### config.mk
export PLATFORM = sky130hd
export DESIGN_NAME = vst_scan_ctrl
export DESIGN_NICKNAME = d
export VERILOG_FILES = /design/src/vst_pkg.sv /design/src/vst_cycle_timer.sv /design/src/vst_pin_mux.sv /design/src/vst_scan_ctrl.sv
export SDC_FILE = /design/constraint.sdc
export NUM_CORES = 1
export LEC_CHECK = 0
export ABC_AREA = 1
export ABC_CLOCK_PERIOD_IN_PS = 7000
export BUFFER_PORTS_ARGS = -buffer_cell sky130_fd_sc_hd__buf_4
export CAP_MARGIN = 15
export CORE_UTILIZATION = 52
export DETAILED_ROUTE_END_ITERATION = 16
export PLACE_DENSITY = 0.89
export SETUP_SLACK_MARGIN = 0.5
export SYNTH_ARGS = -nofsm -noshare
export SYNTH_HDL_FRONTEND = slang
export SYNTH_SLANG_ARGS = --single-unit
export TNS_END_PERCENT = 20
### constraint.sdc
create_clock -name i_core_clk -period 7 [get_ports i_core_clk]
set_input_delay 1.4 -clock i_core_clk [delete_from_list [all_inputs] [get_ports i_core_clk]]
set_output_delay 1.4 -clock i_core_clk [all_outputs]
set_load 0.05 [all_outputs]
### src/vst_pkg.sv
// Shared constants, state type and helper functions for the display scan timing block
package vst_pkg;

	// Register addresses
	localparam logic [15:0] ADDR_MODE_A   = 16'hffa0;
	localparam logic [15:0] ADDR_SCAN     = 16'hffa1;
	localparam logic [15:0] ADDR_MASK     = 16'hffa2;
	localparam logic [15:0] ADDR_IRQ_STAT = 16'hffa3;
	localparam logic [15:0] ADDR_IRQ_MASK = 16'hffa4;

	// Values after reset
	localparam logic [7:0] RST_MODE_A   = 8'h00;
	localparam logic [7:0] RST_SCAN     = 8'h00;
	localparam logic [7:0] RST_MASK     = 8'h00;
	localparam logic [1:0] RST_IRQ      = 2'h0;

	// Field positions in display_mode_reg_a
	localparam int MODE_A_KSF_BIT    = 7;
	localparam int MODE_A_LAYOUT_BIT = 5;
	localparam int MODE_A_SEG_LSB    = 0;
	localparam logic [7:0] MODE_A_WR_MASK = 8'h7f;

	// Field positions in scan_timing_reg
	localparam int SCAN_CYC_BIT = 0;
	localparam int SCAN_CUT_LSB = 1;
	localparam int SCAN_DIG_LSB = 4;

	// Mask count holds six bits, upper two read zero
	localparam logic [7:0] MASK_WR_MASK = 8'h3f;

	// Interrupt status bits
	localparam int IRQ_KS_BIT    = 0;
	localparam int IRQ_FRAME_BIT = 1;

	// Display cycle lengths in main clock periods
	localparam logic [11:0] CYC_SHORT = 12'h400;
	localparam logic [11:0] CYC_LONG  = 12'h800;
	localparam logic [10:0] CYC_LAST_SHORT = 11'(CYC_SHORT - 12'h001);
	localparam logic [10:0] CYC_LAST_LONG  = 11'(CYC_LONG - 12'h001);

	// Pin budget
	localparam int PIN_COUNT     = 53;
	localparam int SEG_IN_W      = 40;
	localparam int KS_PORT_FIRST = 13;
	localparam logic [5:0] PIN_TOTAL = 6'h35;
	localparam logic [5:0] SEG_BASE  = 6'h09;

	// Scan sequencer states, Gray along stop, blank, display, key scan
	typedef enum logic [1:0] {
		ST_STOP    = 2'b00,
		ST_BLANK   = 2'b01,
		ST_DISP    = 2'b11,
		ST_KEYSCAN = 2'b10
	} vst_state_t;

	// Last count of a display cycle
	function automatic logic [10:0] vst_cycle_last(input logic len_sel);
		return len_sel ? CYC_LAST_LONG : CYC_LAST_SHORT;
	endfunction : vst_cycle_last

	// Half the cut width in clocks: sixteenths 1,2,4..14 of the cycle, split over both ends
	function automatic logic [10:0] vst_cut_half(input logic len_sel, input logic [2:0] sel);
		logic [3:0] num;
		num = (sel == 3'h0) ? 4'h1 : {sel, 1'b0}; // RULE_01
		return len_sel ? {1'b0, num, 6'h00} : {2'b00, num, 5'h00};
	endfunction : vst_cut_half

endpackage : vst_pkg

### src/vst_cycle_timer.sv
// Display cycle counter and cut window generator
`timescale 1ns/1ps
module vst_cycle_timer
	import vst_pkg::*;
(
	input  wire logic       i_core_clk,
	input  wire logic       i_rst_b,
	input  wire logic       i_restart,
	input  wire logic       i_len_sel,
	input  wire logic [2:0] i_cut_sel,
	output logic            o_cycle_end,
	output logic            o_window
);
	import vst_pkg::*;

	logic [10:0] cnt_reg;
	logic [10:0] cnt_next;
	logic [10:0] last;
	logic [10:0] half;

	// Cut bounds follow the live settings, so a change takes effect mid cycle
	always_comb begin
		last        = vst_cycle_last(i_len_sel);
		half        = vst_cut_half(i_len_sel, i_cut_sel);
		o_cycle_end = (cnt_reg >= last) && !i_restart; // RULE_10
		o_window    = (cnt_reg >= half) && (cnt_reg <= 11'(last - half)); // RULE_02
		if (i_restart || o_cycle_end) begin
			cnt_next = 11'h000;
		end else begin
			cnt_next = 11'(cnt_reg + 11'h001);
		end
	end

	// Counter register
	always_ff @(posedge i_core_clk) begin
		if (!i_rst_b) begin
			cnt_reg <= 11'h000;
		end else begin
			cnt_reg <= cnt_next;
		end
	end
endmodule : vst_cycle_timer

### src/vst_pin_mux.sv
// Assigns the 53 output pins to digits, segments and port latches
`timescale 1ns/1ps
module vst_pin_mux
	import vst_pkg::*;
(
	input  wire logic                 i_core_clk,
	input  wire logic                 i_rst_b,
	input  wire logic                 i_stopped,
	input  wire logic                 i_drive,
	input  wire logic                 i_keyscan,
	input  wire logic                 i_window,
	input  wire logic                 i_layout,
	input  wire logic [3:0]           i_digit_code,
	input  wire logic [4:0]           i_seg_code,
	input  wire logic [3:0]           i_digit_index,
	input  wire logic [SEG_IN_W-1:0]  i_seg_data,
	input  wire logic [PIN_COUNT-1:0] i_port_latch,
	output logic [PIN_COUNT-1:0]      o_pin
);
	import vst_pkg::*;

	logic [PIN_COUNT-1:0] pin_next;
	logic [5:0]           digits;
	logic [5:0]           outs;
	logic [5:0]           segs;

	// Digits claim their pins first; segments shrink to what is left
	always_comb begin
		digits = {1'b0, i_digit_code} + 6'h01;
		outs   = {1'b0, i_seg_code} + SEG_BASE;
		if (i_layout) begin
			segs = (outs > digits) ? 6'(outs - digits) : 6'h00; // RULE_16
		end else begin
			segs = outs;
		end
		if (6'(digits + segs) > PIN_TOTAL) begin
			segs = 6'(PIN_TOTAL - digits); // RULE_13
		end
		for (int p = 0; p < PIN_COUNT; p++) begin
			if (i_stopped) begin
				pin_next[p] = i_port_latch[p];
			end else if (i_keyscan && p >= KS_PORT_FIRST) begin
				pin_next[p] = i_port_latch[p]; // RULE_18
			end else if (i_keyscan) begin
				pin_next[p] = 1'b0; // RULE_18
			end else if (p < int'(digits)) begin
				pin_next[p] = i_drive && i_window && (p == int'(i_digit_index)); // RULE_02
			end else if (p < int'(digits) + int'(segs)) begin
				pin_next[p] = i_drive && i_window && i_seg_data[p - int'(digits)]; // RULE_03
			end else begin
				pin_next[p] = i_port_latch[p];
			end
		end
	end

	// Pins leave from flops so the panel sees no decode glitches
	always_ff @(posedge i_core_clk) begin
		if (!i_rst_b) begin
			o_pin <= '0;
		end else begin
			o_pin <= pin_next;
		end
	end
endmodule : vst_pin_mux

### src/vst_scan_ctrl.sv
// Display scan timing controller: registers, scan sequencer, interrupt, pin drive
// Notes on behaviour
// RULE_01 - Cut field picks 1/16 to 14/16
// RULE_02 - Digit pulse trimmed equally at both ends
// RULE_03 - Segments trimmed by the same cut
// RULE_04 - Digit count zero stops; else 2..16 digits
// RULE_05 - Layout two counts patterns the same way
// RULE_06 - Stopped: software drives pins via port latches
// RULE_07 - Mask count 0..39; above 39 forbidden
// RULE_08 - Mask count resets zero, upper bits zero
// RULE_09 - First cycle after start outputs zero
// RULE_10 - Display cycle is 1024 or 2048 clocks
// RULE_11 - Key scan slot lasts one display cycle
// RULE_12 - Eight pulse widths from cut field
// RULE_13 - Digits win when pins exceed 53
// RULE_14 - Layout select is bit 5, register A
// RULE_15 - Cycle bit: 0 short, 1 long
// RULE_16 - Layout bit: 0 character, 1 spanning segments
// RULE_17 - Key scan flag reads one only in slot
// RULE_18 - Key scan: drive low, ports on shared pins
// RULE_19 - Digits ascend, then key scan, repeat
//
// The plain strobed port was chosen for this implementation.
`timescale 1ns/1ps
module vst_scan_ctrl
	import vst_pkg::*;
(
	input  wire logic                 i_core_clk,
	input  wire logic                 i_rst_b,
	input  wire logic [15:0]          i_addr,
	input  wire logic [7:0]           i_wdata,
	input  wire logic                 i_wr,
	input  wire logic                 i_rd,
	output logic [7:0]                o_rdata,
	input  wire logic [SEG_IN_W-1:0]  i_seg_data,
	input  wire logic [PIN_COUNT-1:0] i_port_latch,
	output logic [PIN_COUNT-1:0]      o_pin,
	output logic [3:0]                o_digit_index,
	output logic                      o_irq
);
	import vst_pkg::*;

	vst_state_t  state_reg;
	vst_state_t  state_next;
	logic [3:0]  idx_reg;
	logic [3:0]  idx_next;
	logic [7:0]  mode_a_reg;
	logic [7:0]  mode_a_next;
	logic [7:0]  scan_timing_reg;
	logic [7:0]  scan_timing_next;
	logic [7:0]  mask_count_reg;
	logic [7:0]  mask_count_next;
	logic [1:0]  irq_stat_reg;
	logic [1:0]  irq_stat_next;
	logic [1:0]  irq_mask_reg;
	logic [1:0]  irq_mask_next;
	logic [7:0]  rdata_reg;
	logic [7:0]  rdata_next;
	logic        irq_reg;
	logic        irq_next;
	logic [1:0]  irq_set;
	logic        cycle_end;
	logic        window;
	logic [3:0]  digit_code;
	logic        keyscan_flag;
	logic        layout_mode_sel;
	logic        cycle_length_sel;
	logic [2:0]  cut_width_sel;

	// Field views of the mode registers
	always_comb begin
		digit_code       = scan_timing_reg[SCAN_DIG_LSB +: 4];
		cut_width_sel    = scan_timing_reg[SCAN_CUT_LSB +: 3]; // RULE_12
		cycle_length_sel = scan_timing_reg[SCAN_CYC_BIT];
		layout_mode_sel  = mode_a_reg[MODE_A_LAYOUT_BIT]; // RULE_14
		keyscan_flag     = (state_reg == ST_KEYSCAN); // RULE_17
	end

	// Cycle counter held at zero while stopped so a start begins a fresh cycle
	vst_cycle_timer u_timer (
		.i_core_clk  (i_core_clk),
		.i_rst_b     (i_rst_b),
		.i_restart   (state_reg == ST_STOP),
		.i_len_sel   (cycle_length_sel),
		.i_cut_sel   (cut_width_sel),
		.o_cycle_end (cycle_end),
		.o_window    (window)
	);

	// Pin assignment; blank cycle and key scan leave drive off
	vst_pin_mux u_mux (
		.i_core_clk    (i_core_clk),
		.i_rst_b       (i_rst_b),
		.i_stopped     (state_reg == ST_STOP),
		.i_drive       (state_reg == ST_DISP),
		.i_keyscan     (keyscan_flag),
		.i_window      (window),
		.i_layout      (layout_mode_sel),
		.i_digit_code  (digit_code),
		.i_seg_code    (mode_a_reg[MODE_A_SEG_LSB +: 5]),
		.i_digit_index (idx_reg),
		.i_seg_data    (i_seg_data),
		.i_port_latch  (i_port_latch),
		.o_pin         (o_pin)
	);

	// Scan sequencer: blank cycle, digits in ascending order, then key scan
	always_comb begin
		state_next = state_reg;
		idx_next   = idx_reg;
		irq_set    = 2'h0;
		unique case (state_reg)
			ST_STOP: begin
				idx_next = 4'h0;
				if (digit_code != 4'h0) begin
					state_next = ST_BLANK; // RULE_09
				end
			end
			ST_BLANK: begin
				if (cycle_end) begin
					state_next             = ST_DISP;
					idx_next               = 4'h0;
					irq_set[IRQ_FRAME_BIT] = 1'b1;
				end
			end
			ST_DISP: begin
				if (cycle_end) begin
					if (idx_reg >= digit_code) begin
						state_next          = ST_KEYSCAN; // RULE_19
						irq_set[IRQ_KS_BIT] = 1'b1;
					end else begin
						idx_next = 4'(idx_reg + 4'h1); // RULE_19
					end
				end
			end
			ST_KEYSCAN: begin
				if (cycle_end) begin
					state_next             = ST_DISP; // RULE_11
					idx_next               = 4'h0;
					irq_set[IRQ_FRAME_BIT] = 1'b1;
				end
			end
		endcase
		// Same count field for digits or patterns; zero halts in both layouts
		if (digit_code == 4'h0) begin
			state_next = ST_STOP; // RULE_04 RULE_05 RULE_06
			idx_next   = 4'h0;
		end
	end

	// Sequencer registers
	always_ff @(posedge i_core_clk) begin
		if (!i_rst_b) begin
			state_reg <= ST_STOP;
			idx_reg   <= 4'h0;
		end else begin
			state_reg <= state_next;
			idx_reg   <= idx_next;
		end
	end

	// Register writes, read mux and interrupt; event set wins over a clearing write
	always_comb begin
		mode_a_next      = mode_a_reg;
		scan_timing_next = scan_timing_reg;
		mask_count_next  = mask_count_reg;
		irq_mask_next    = irq_mask_reg;
		irq_stat_next    = irq_stat_reg;
		rdata_next       = 8'h00;
		if (i_wr) begin
			unique case (i_addr)
				ADDR_MODE_A:   mode_a_next = i_wdata & MODE_A_WR_MASK; // RULE_17
				ADDR_SCAN:     scan_timing_next = i_wdata;
				ADDR_MASK:     mask_count_next = i_wdata & MASK_WR_MASK; // RULE_07 RULE_08
				ADDR_IRQ_STAT: irq_stat_next = irq_stat_reg & ~i_wdata[1:0];
				ADDR_IRQ_MASK: irq_mask_next = i_wdata[1:0];
				default:       mode_a_next = mode_a_reg;
			endcase
		end
		irq_stat_next = irq_stat_next | irq_set;
		if (i_rd) begin
			unique case (i_addr)
				ADDR_MODE_A:   rdata_next = {keyscan_flag, mode_a_reg[6:0]}; // RULE_17
				ADDR_SCAN:     rdata_next = scan_timing_reg;
				ADDR_MASK:     rdata_next = mask_count_reg;
				ADDR_IRQ_STAT: rdata_next = {6'h00, irq_stat_reg};
				ADDR_IRQ_MASK: rdata_next = {6'h00, irq_mask_reg};
				default:       rdata_next = 8'h00;
			endcase
		end
		irq_next = |(irq_stat_reg & irq_mask_reg);
	end

	// Register file flops
	always_ff @(posedge i_core_clk) begin
		if (!i_rst_b) begin
			mode_a_reg      <= RST_MODE_A;
			scan_timing_reg <= RST_SCAN;
			mask_count_reg  <= RST_MASK; // RULE_08
			irq_stat_reg    <= RST_IRQ;
			irq_mask_reg    <= RST_IRQ;
			rdata_reg       <= 8'h00;
			irq_reg         <= 1'b0;
		end else begin
			mode_a_reg      <= mode_a_next;
			scan_timing_reg <= scan_timing_next;
			mask_count_reg  <= mask_count_next;
			irq_stat_reg    <= irq_stat_next;
			irq_mask_reg    <= irq_mask_next;
			rdata_reg       <= rdata_next;
			irq_reg         <= irq_next;
		end
	end

	assign o_rdata       = rdata_reg;
	assign o_digit_index = idx_reg;
	assign o_irq         = irq_reg;

	// Helper for assertions: clocks spent in the key scan slot
	logic [11:0] ks_cnt_reg;
	always_ff @(posedge i_core_clk) begin
		if (!i_rst_b || state_reg != ST_KEYSCAN) begin
			ks_cnt_reg <= 12'h000;
		end else begin
			ks_cnt_reg <= 12'(ks_cnt_reg + 12'h001);
		end
	end
endmodule : vst_scan_ctrl

==> flow_metrics.env, run 1 <==
export IMPL_cp_max_fo=13
export IMPL_drt_wl_total_mm=36.4
export IMPL_cts_tree="built"
export IMPL_r2r_start="mode_a_reg[0]"
export IMPL_mappedNetlistNets=1884
export IMPL_dp_cells=2080
export IMPL_synthMuxAreaShare_pct=1.61
export IMPL_ys_seq_elements=104
export IMPL_p_leak_nw=5.91
export IMPL_final_hold_viol_count=0
export IMPL_seqPwrFrac_pct=42.4
export IMPL_arrival_ns=6.16
export IMPL_fillers=1785
export IMPL_fin_cells=2100
export IMPL_largest_reg_flops=53
export IMPL_worst_pin_slew_ns=1.07
export IMPL_ys_flop_type="dfxtp_1"
export IMPL_yosys_area_share_simple_pct=32.4
export IMPL_status="finished, final reports clean"
export IMPL_max_slew_margin_pct=27.7
export IMPL_fin_nets=2039
export IMPL_end_kind="flop"
export IMPL_synth_async_reset_ratio_pct=0
export IMPL_min_period_ns=5.95
export IMPL_power_frac_comb_pct=17.6
export IMPL_grt_ovfl_total=0
export IMPL_pin_count=187
export IMPL_dp_hpwl_mm=28.4
export IMPL_dieArea_um2=19700
export IMPL_ys_seq_area_share_pct=20.9
export IMPL_cts_htree_levels=3
export IMPL_finalClockSkew_ns=0.00854
export IMPL_rows=50
export IMPL_area_delta_synth_final_pct=19.9
export IMPL_start_util_pct=53.1
export IMPL_core_area_um2=18800
export IMPL_drtIter0Drc=1124
export IMPL_vias=12300
export IMPL_holdPathEnd="mask_count_reg[3]"
export IMPL_synthAdderAreaFrac_pct=7.38
export IMPL_synth_distinct_cells=52
export IMPL_fp_dieH_um=140
export IMPL_gp_congestion=1.04
export IMPL_drive_gt1_share_pct=14.3
export IMPL_synthTopCellsByArea="dfxtp_1 21%, nand2_1 16%, o21ai_0 11%, inv_1 8.4%, a21oi_1 6.9%"
export IMPL_drt_wirelength_per_cell_um=17.3
export IMPL_ir_worst_vdd_v=0.000127
export IMPL_synth_top_family_by_area="simple AND/OR/NAND/NOR gates"
export IMPL_grt_start_max_net_pins=48
export IMPL_portBuffers=186
export IMPL_hold_buffers=0
export IMPL_final_max_slew_violation_count=0
export IMPL_r2r_end="u_mux.o_pin[3]"
export IMPL_critPathKind="reg -> reg"
export IMPL_ff2ff_path_depth=35
export IMPL_antenna_found_initial=0
export IMPL_hold_class="reg -> reg"
export IMPL_internal_power_mw=1.04
export IMPL_crit_path_frequent_cell="nand2_1"
export IMPL_power_total_mw=1.45
export IMPL_worstHoldStart="mask_count_reg[3]"
export IMPL_max_stage_delay_ns=0.40
export IMPL_netlist_instances=1706
export IMPL_holdPathStages=2
export IMPL_final_common_cell="nand2_1"
export IMPL_grt_pass1_wl_mm=57.4
export IMPL_grt_pass1_vias=11200
export IMPL_grt_use_total_pct=37.1
export IMPL_crit_path_start_kind="flop"
export IMPL_swShare_pct=28.1
export IMPL_crit_slowest_cell="fa_1"
export IMPL_clock_latency_ns=0.36
export IMPL_antenna_left=0
export IMPL_critPathLaunch="mode_a_reg[0]"
export IMPL_antenna_cells=0
export IMPL_cts_buffers=9
export IMPL_avgSynthCellArea_um2=5.84
export IMPL_clock_path_buffers=2
export IMPL_dr_pass1_iters=5
export IMPL_synth_largest_area_cell="dfxtp_1"
export IMPL_yosys_warnings=0
export IMPL_rsz0062_at_grt="true"
export IMPL_die_w_um=140
export IMPL_min_period_over_period_pct=84.9
export IMPL_clk_pin_slew_ns=0.07
export IMPL_final_cell_mix="414 x nand2_1, 224 x inv_1, 221 x o21ai_0"
export IMPL_route_detailed_drc=0
export IMPL_viasPerCell=5.85
export IMPL_synth_xor_area_share_pct=1.85
export IMPL_power_density_nw_per_um2=121
export IMPL_synth_edf_count=0
export IMPL_finalSetupViolCount=0
export IMPL_yosysTopAreaCellShare_pct=20.9
export IMPL_p_sw_uw=406
export IMPL_cts_sinks=104
export IMPL_cap_violations=0
export IMPL_clock_power_share_pct=40.0
export IMPL_cts_root_buf="clkbuf_16"
export IMPL_fmax_mhz=168
export IMPL_tns_ns=0
export IMPL_synth_compound_area_share_pct=24.0
export IMPL_synth_area_um2=9960
export IMPL_cp_required_ns=7.22
export IMPL_r2r_setup_slack_ns=1.05
==> final cells by class <==
type,count,area [µm²],share of cell area (%)
inverters,237,905,7.57
clock buffers,11,253,2.12
repair inverters,1,8.76,0.0733
repair buffers,208,1560,13.1
multi-input cells,1300,6760,56.5
flip-flops and latches,104,2090,17.5
well taps,234,293,2.45
clock inverters,5,86.3,0.723
==> metal layers <==
metal / wire [µm] / part of all wire, % / vias up / global-route usage, %
met4: 2410 / 6.6 / 0 / 23.2
met5: 0 / 0 / - / 0
met1: 13900 / 38 / 5532 / 43.2
met3: 3420 / 9.4 / 147 / 7.38
met2: 16700 / 46 / 660 / 62.5
li1: - / - / 5954 / -
==> critical path: cells and delay by family (launching register included) <==
kind            cells  cell delay (ns)
fa+ha+maj           6             1.83
xor+xnor            1             0.22
simple gates       15             1.64
buf+inv             5             0.56
compound gates      8             1.12
flops               1             0.39
==> power groups by stage <==
stage	Sequential (mW)	Clock (mW)	Combinational [mW]
6_report	0.612	0.578	0.255
5_1_grt	0.613	0.603	0.275
4_1_cts	0.613	0.581	0.251
3_5_place_dp	0.626	0	0.250
3_3_place_gp	0.627	0	0.246
2_1_floorplan	0.681	0	0.0803
==> cells in the mapped netlist (5+ instances only) <==
master      n
nor2_1    155
nor3b_1     5
mux2i_1    16
a31oi_1    10
nand2_2     6
o21a_1      6
a21oi_1   137
inv_2       6
dfxtp_1   104
o211ai_1   10
nor4_1      5
o21ai_0   223
buf_4       5
or2_2       6
clkinv_1    6
inv_1     224
clkbuf_1   50
nand2_1   416
buf_2       6
ha_1       54
xor2_1     17
a211oi_1   17
o31ai_1     5
nand3_1   102
nand4_1    39
o22ai_1     6
nor3_1     13
o21ai_1    17
==> logic make-up after synthesis <==
family / count (synthesis)
DFF: 104
muxes: 16
and+or+nand+nor: 760
AOI/OAI and AO/OA: 445
adders and majority gates: 57
xor gates and xnor gates: 21
buffers and inverters: 303
==> metrics by stage <==
step                area (µm²)  setup slack (ns)  hold WS [ns]  utilization [%]
floorplan                 9960             0.570         0.424                -
global placement         11500             0.890         0.433             61.4
detailed placement       11500             0.611         0.440             61.4
CTS                      11900             0.565         0.451             63.2
global route             11900             0.465         0.479             63.7
finish                   11900              1.05         0.454             63.7
==> repair_timing <==
action	in CTS	in global routing
setup endpoints to repair	0	53
hold endpoints to repair	0	0
resized for setup	0	19
setup buffers	0	1
==> how the worst max path moves through the flow <==
stage                                 end  slack, ns  cells past startpoint
after global placement    u_mux.o_pin[43]       0.89                     36
after CTS                 u_mux.o_pin[16]       0.57                     35
final                      u_mux.o_pin[3]       1.05                     35
after global routing      u_mux.o_pin[50]       0.47                     39
after detailed placement   u_mux.o_pin[0]       0.61                     36
after floorplan           u_mux.o_pin[23]       0.57                     37
Power figures use the tool's default switching activity.
==> inputs of run 2 (changes only) <==
- ABC_CLOCK_PERIOD_IN_PS: 7000 -> 5400
- clock period: 7 -> 5.4 ns (I/O delays scaled with it)
==> flow_metrics.env, run 2 (synthesis gave the netlist of run 1 again) <==
export IMPL_arrival_ns=5.61
export IMPL_start_util_pct=53.1
export IMPL_grt_pass1_vias=11200
export IMPL_r2r_start="mode_a_reg[1]"
export IMPL_antenna_cells=0
export IMPL_drt_wirelength_per_cell_um=17.6
export IMPL_drt_wl_total_mm=38.4
export IMPL_min_period_ns=5.41
export IMPL_antenna_left=0
export IMPL_dr_pass1_iters=9
export IMPL_cp_max_fo=8
export IMPL_crit_buf_inv=5
export IMPL_end_kind="flop"
export IMPL_drtIter0Drc=1639
export IMPL_final_max_slew_violation_count=0
export IMPL_drive_gt1_share_pct=23.3
export IMPL_dieArea_um2=19700
export IMPL_p_leak_nw=6.40
export IMPL_final_util_pct=69.9
export IMPL_die_w_um=140
export IMPL_clock_latency_ns=0.36
export IMPL_crit_path_start_kind="flop"
export IMPL_rsz0062_at_grt="true"
export IMPL_ff_latch_area_um2=2100
export IMPL_grt_use_total_pct=37.9
export IMPL_post_place_ws_ns=-0.184
export IMPL_core_area_um2=18800
export IMPL_antenna_found_initial=0
export IMPL_cp_top_family="simple AND/OR/NAND/NOR gates"
export IMPL_finalSetupViolCount=1
export IMPL_critPathLaunch="mode_a_reg[1]"
export IMPL_fin_hold_ws_ns=0.459
export IMPL_vias=12800
export IMPL_multi_input_area_um2=7260
export IMPL_tns_ns=-0.00757
export IMPL_viasPerCell=5.87
export IMPL_final_cell_mix="389 x nand2_1, 269 x buf_4, 207 x inv_1"
export IMPL_pin_count=187
export IMPL_fin_nets=2116
export IMPL_finalClockSkew_ns=0.00784
export IMPL_worst_pin_slew_ns=0.871
export IMPL_cap_violations=0
export IMPL_fmax_mhz=185
export IMPL_gp_congestion=1.04
export IMPL_worstHoldStart="mask_count_reg[3]"
export IMPL_hold_class="reg -> reg"
export IMPL_grt_start_max_net_pins=53
export IMPL_fp_dieH_um=140
export IMPL_final_common_cell="nand2_1"
export IMPL_dp_hpwl_mm=28.2
export IMPL_largest_reg_flops=53
export IMPL_grt_ovfl_total=0
export IMPL_status="finished, violations left"
export IMPL_fillers=1631
export IMPL_max_stage_delay_ns=0.36
export IMPL_violations="setup timing"
export IMPL_area_delta_synth_final_pct=31.7
export IMPL_rows=50
export IMPL_cts_tree="built"
export IMPL_cts_sinks=104
export IMPL_power_density_nw_per_um2=135
export IMPL_clock_path_buffers=2
export IMPL_portBuffers=186
export IMPL_critPathKind="reg -> reg"
export IMPL_max_slew_margin_pct=41.6
export IMPL_final_hold_viol_count=0
export IMPL_route_detailed_drc=0
export IMPL_clk_pin_slew_ns=0.08
export IMPL_min_period_over_period_pct=100
export IMPL_cts_root_buf="clkbuf_16"
export IMPL_crit_path_frequent_cell="nand2_2"
export IMPL_ir_worst_vdd_v=0.000122
export IMPL_crit_slowest_cell="dfxtp_4"
export IMPL_cp_required_ns=5.61
export IMPL_hold_buffers=0
export IMPL_fin_ws_ns=-0.00757
export IMPL_cts_buffers=9
export IMPL_grt_pass1_wl_mm=58.6
export IMPL_cts_htree_levels=3
## run 2: power by group
group / switching [mW] / internal (mW) / total, mW
Combinational: 0.207 / 0.126 / 0.333
Sequential: 0.00660 / 0.786 / 0.792
Clock: 0.324 / 0.318 / 0.642
## run 2: final cells by class
cell class	instances	share of cell area [%]
clock inverter	7	0.420
multi-input combinational	1300	55.3
clock buffer	9	1.72
sequential	104	16.0
timing repair buffer	286	17.3
tap	234	2.23
inverter	237	7.03
## run 2: metal layers
metal,vias up,routed length [µm],track usage [%]
met5,-,0,0
met4,0,1290,12.6
met3,120,4420,6.60
met2,810,16900,61.3
met1,5731,15800,51.0
li1,6120,-,-
## run 2: path summary, 6_finish.rpt
check	to	slack (ns)	depth (start not counted)
max	u_mux.o_pin[39]	-0.008	32
min reg2reg	mask_count_reg[3]	0.46	2
min	mask_count_reg[3]	0.46	2
max reg2reg	u_mux.o_pin[39]	-0.008	32
## run 2: what timing repair did
action,4_1_cts,5_1_grt
gates cloned,2,0
endpoints found under the setup margin,53,53
buffers inserted,47,8
resized for setup,93,55
pin swaps,43,46
## run 2: worst register-to-register path, delay by kind of cell (launching register included)
family	cells	cell delay, ns
simple gates	12	1.43
compound gates	8	1.25
buf+inv	5	0.63
fa+ha+maj	5	1.21
flops	1	0.36
xor+xnor	2	0.37
## run 2: per-stage QoR
stage | cells | area (µm²) | total power, mW
3_5_place_dp | 2102 | 11900 | 1.14
2_1_floorplan | 1706 | 10200 | 0.987
4_1_cts | 2167 | 12900 | 1.77
6_report | 2177 | 13100 | 1.77
5_1_grt | 2177 | 13100 | 1.83
3_3_place_gp | 2102 | 11900 | 1.13
==> inputs of run 3 (changes only) <==
- ABC_CLOCK_PERIOD_IN_PS: 5400 -> 6150
- CORE_UTILIZATION: 52 -> 55
- PLACE_DENSITY: 0.89 -> 0.9
- REMOVE_ABC_BUFFERS: not set -> 1
- clock period: 5.4 -> 6.15 ns (I/O delays scaled with it)
==> flow_metrics.env, run 3 (synthesis gave the netlist of run 1 again) <==
export IMPL_viasPerCell=5.97
export IMPL_cts_sinks=104
export IMPL_cts_tree="built"
export IMPL_finalClockSkew_ns=0.0140
export IMPL_rows=48
export IMPL_final_hold_viol_count=0
export IMPL_final_common_cell="nand2_1"
export IMPL_pin_count=187
export IMPL_grt_ovfl_total=0
export IMPL_crit_path_frequent_cell="nand2_1"
export IMPL_crit_slowest_cell="dfxtp_4"
export IMPL_grt_pass1_vias=11400
export IMPL_max_stage_delay_ns=0.38
export IMPL_fin_nets=2073
export IMPL_core_area_um2=17500
export IMPL_final_cell_mix="404 x nand2_1, 235 x buf_4, 213 x inv_1, 213 x o21ai_0, 149 x nor2_1"
export IMPL_cap_violations=0
export IMPL_clock_power_share_pct=39.3
export IMPL_crit_path_start_kind="flop"
export IMPL_drtIter0Drc=1284
export IMPL_gp_congestion=1.01
export IMPL_start_util_pct=57.0
export IMPL_grt_pass1_wl_mm=57.7
export IMPL_antenna_cells=0
export IMPL_fp_dieH_um=137
export IMPL_cts_htree_levels=3
export IMPL_grt_use_total_pct=40.6
export IMPL_status="finished, final reports clean"
export IMPL_fmax_mhz=182
export IMPL_clk_pin_slew_ns=0.09
export IMPL_min_period_over_period_pct=89.5
export IMPL_hold_class="reg -> reg"
export IMPL_tns_ns=0
export IMPL_ir_worst_vdd_v=0.000140
export IMPL_power_total_mw=1.62
export IMPL_fillers=1535
export IMPL_cts_buffers=9
export IMPL_final_max_slew_violation_count=0
export IMPL_rsz0062_at_grt="true"
export IMPL_portBuffers=186
export IMPL_fin_hold_ws_ns=0.450
export IMPL_power_density_nw_per_um2=130
export IMPL_antenna_left=0
export IMPL_grt_start_max_net_pins=52
export IMPL_route_detailed_drc=0
export IMPL_internal_power_mw=1.10
export IMPL_cts_root_buf="clkbuf_16"
export IMPL_dp_hpwl_mm=29.1
export IMPL_ff_latch_area_um2=2100
export IMPL_drive_gt1_share_pct=19.2
export IMPL_finalSetupViolCount=0
export IMPL_p_sw_uw=525
export IMPL_cp_required_ns=6.45
export IMPL_critPathKind="reg -> reg"
export IMPL_max_slew_margin_pct=27.2
export IMPL_dieArea_um2=18700
export IMPL_hold_buffers=0
export IMPL_area_delta_synth_final_pct=25.4
export IMPL_dr_pass1_iters=7
export IMPL_arrival_ns=5.80
export IMPL_clock_latency_ns=0.38
export IMPL_power_frac_comb_pct=17.9
export IMPL_cp_max_fo=6
export IMPL_drt_wirelength_per_cell_um=18.4
export IMPL_drt_wl_total_mm=39.0
export IMPL_end_kind="flop"
export IMPL_p_leak_nw=6.13
export IMPL_die_w_um=137
export IMPL_clock_path_buffers=2
export IMPL_min_period_ns=5.50
export IMPL_antenna_found_initial=0
export IMPL_multi_input_area_um2=7050
export IMPL_largest_reg_flops=53
export IMPL_seqPwrFrac_pct=42.8
export IMPL_worst_pin_slew_ns=1.09
export IMPL_swShare_pct=32.3
export IMPL_vias=12700
-- run 3: changes by cell type in the layout (fill, tap and decap cells not counted), sizes merged --
cell	previous run	this run
buf	285	240
inv	233	237
clkinv	10	8
clkinvlp	1	0
nand2	423	424
-- run 3: worst max-delay path, delay by kind of cell, from the launching register on --
kind | cells | cell delay [ns]
xor+xnor | 1 | 0.26
buf+inv | 3 | 0.18
flops | 1 | 0.38
fa+ha+maj | 4 | 1.03
simple gates | 19 | 2.24
compound gates | 10 | 1.32
-- run 3: repair_timing --
action / 4_1_cts / 5_1_grt
pin swaps: 2 / 28
setup buffers: 6 / 16
resized for setup: 31 / 80
setup endpoints to repair: 53 / 53
gates cloned: 0 / 3
-- run 3: routing by layer --
metal	vias to the layer above	part of all wire, %	GRT usage (%)
li1	6032	-	-
met1	5665	36	45.8
met2	790	47	70.5
met3	200	10	7.19
met4	0	6.9	25.2
met5	-	0	0
-- run 3: cell type report --
cell class                 count  share of cell area [%]
timing repair buffer         241                    14.6
tap                          225                    2.25
clock inverter                 7                   0.771
inverter                     237                    7.24
multi-input combinational   1301                    56.4
clock buffer                   9                    1.80
timing repair inverter         1                  0.0701
sequential                   104                    16.8
-- run 3: final timing paths --
| path | end | cells past startpoint | slack [ns] | startpoint |
|---|---|---|---|---|
| max | u_mux.o_pin[29] | 37 | 0.65 | mode_a_reg[1] |
| min | mask_count_reg[2] | 2 | 0.45 | mask_count_reg[2] |
| max reg2reg | u_mux.o_pin[29] | 37 | 0.65 | mode_a_reg[1] |
| min reg2reg | mask_count_reg[2] | 2 | 0.45 | mask_count_reg[2] |
-- run 3: stage by stage --
| step | instance area, µm² | util (%) | worst slack (ns) | std cells |
|---|---|---|---|---|
| floorplan | 9670 | - | -1.94 | 1640 |
| finish | 12500 | 71.5 | 0.646 | 2125 |
| global placement | 11600 | 66.4 | 0.296 | 2083 |
| detailed placement | 11600 | 66.4 | 0.0463 | 2083 |
| global route | 12500 | 71.5 | 0.371 | 2125 |
| CTS | 12100 | 69.1 | 0.465 | 2105 |
-- run 3: power groups by stage --
| stage | sequential, mW | clock, mW | combinational, mW |
|---|---|---|---|
| 5_1_grt | 0.696 | 0.660 | 0.312 |
| 3_5_place_dp | 0.712 | 0 | 0.284 |
| 4_1_cts | 0.696 | 0.637 | 0.285 |
| 6_report | 0.695 | 0.639 | 0.290 |
| 3_3_place_gp | 0.712 | 0 | 0.280 |
| 2_1_floorplan | 0.775 | 0 | 0.0877 |
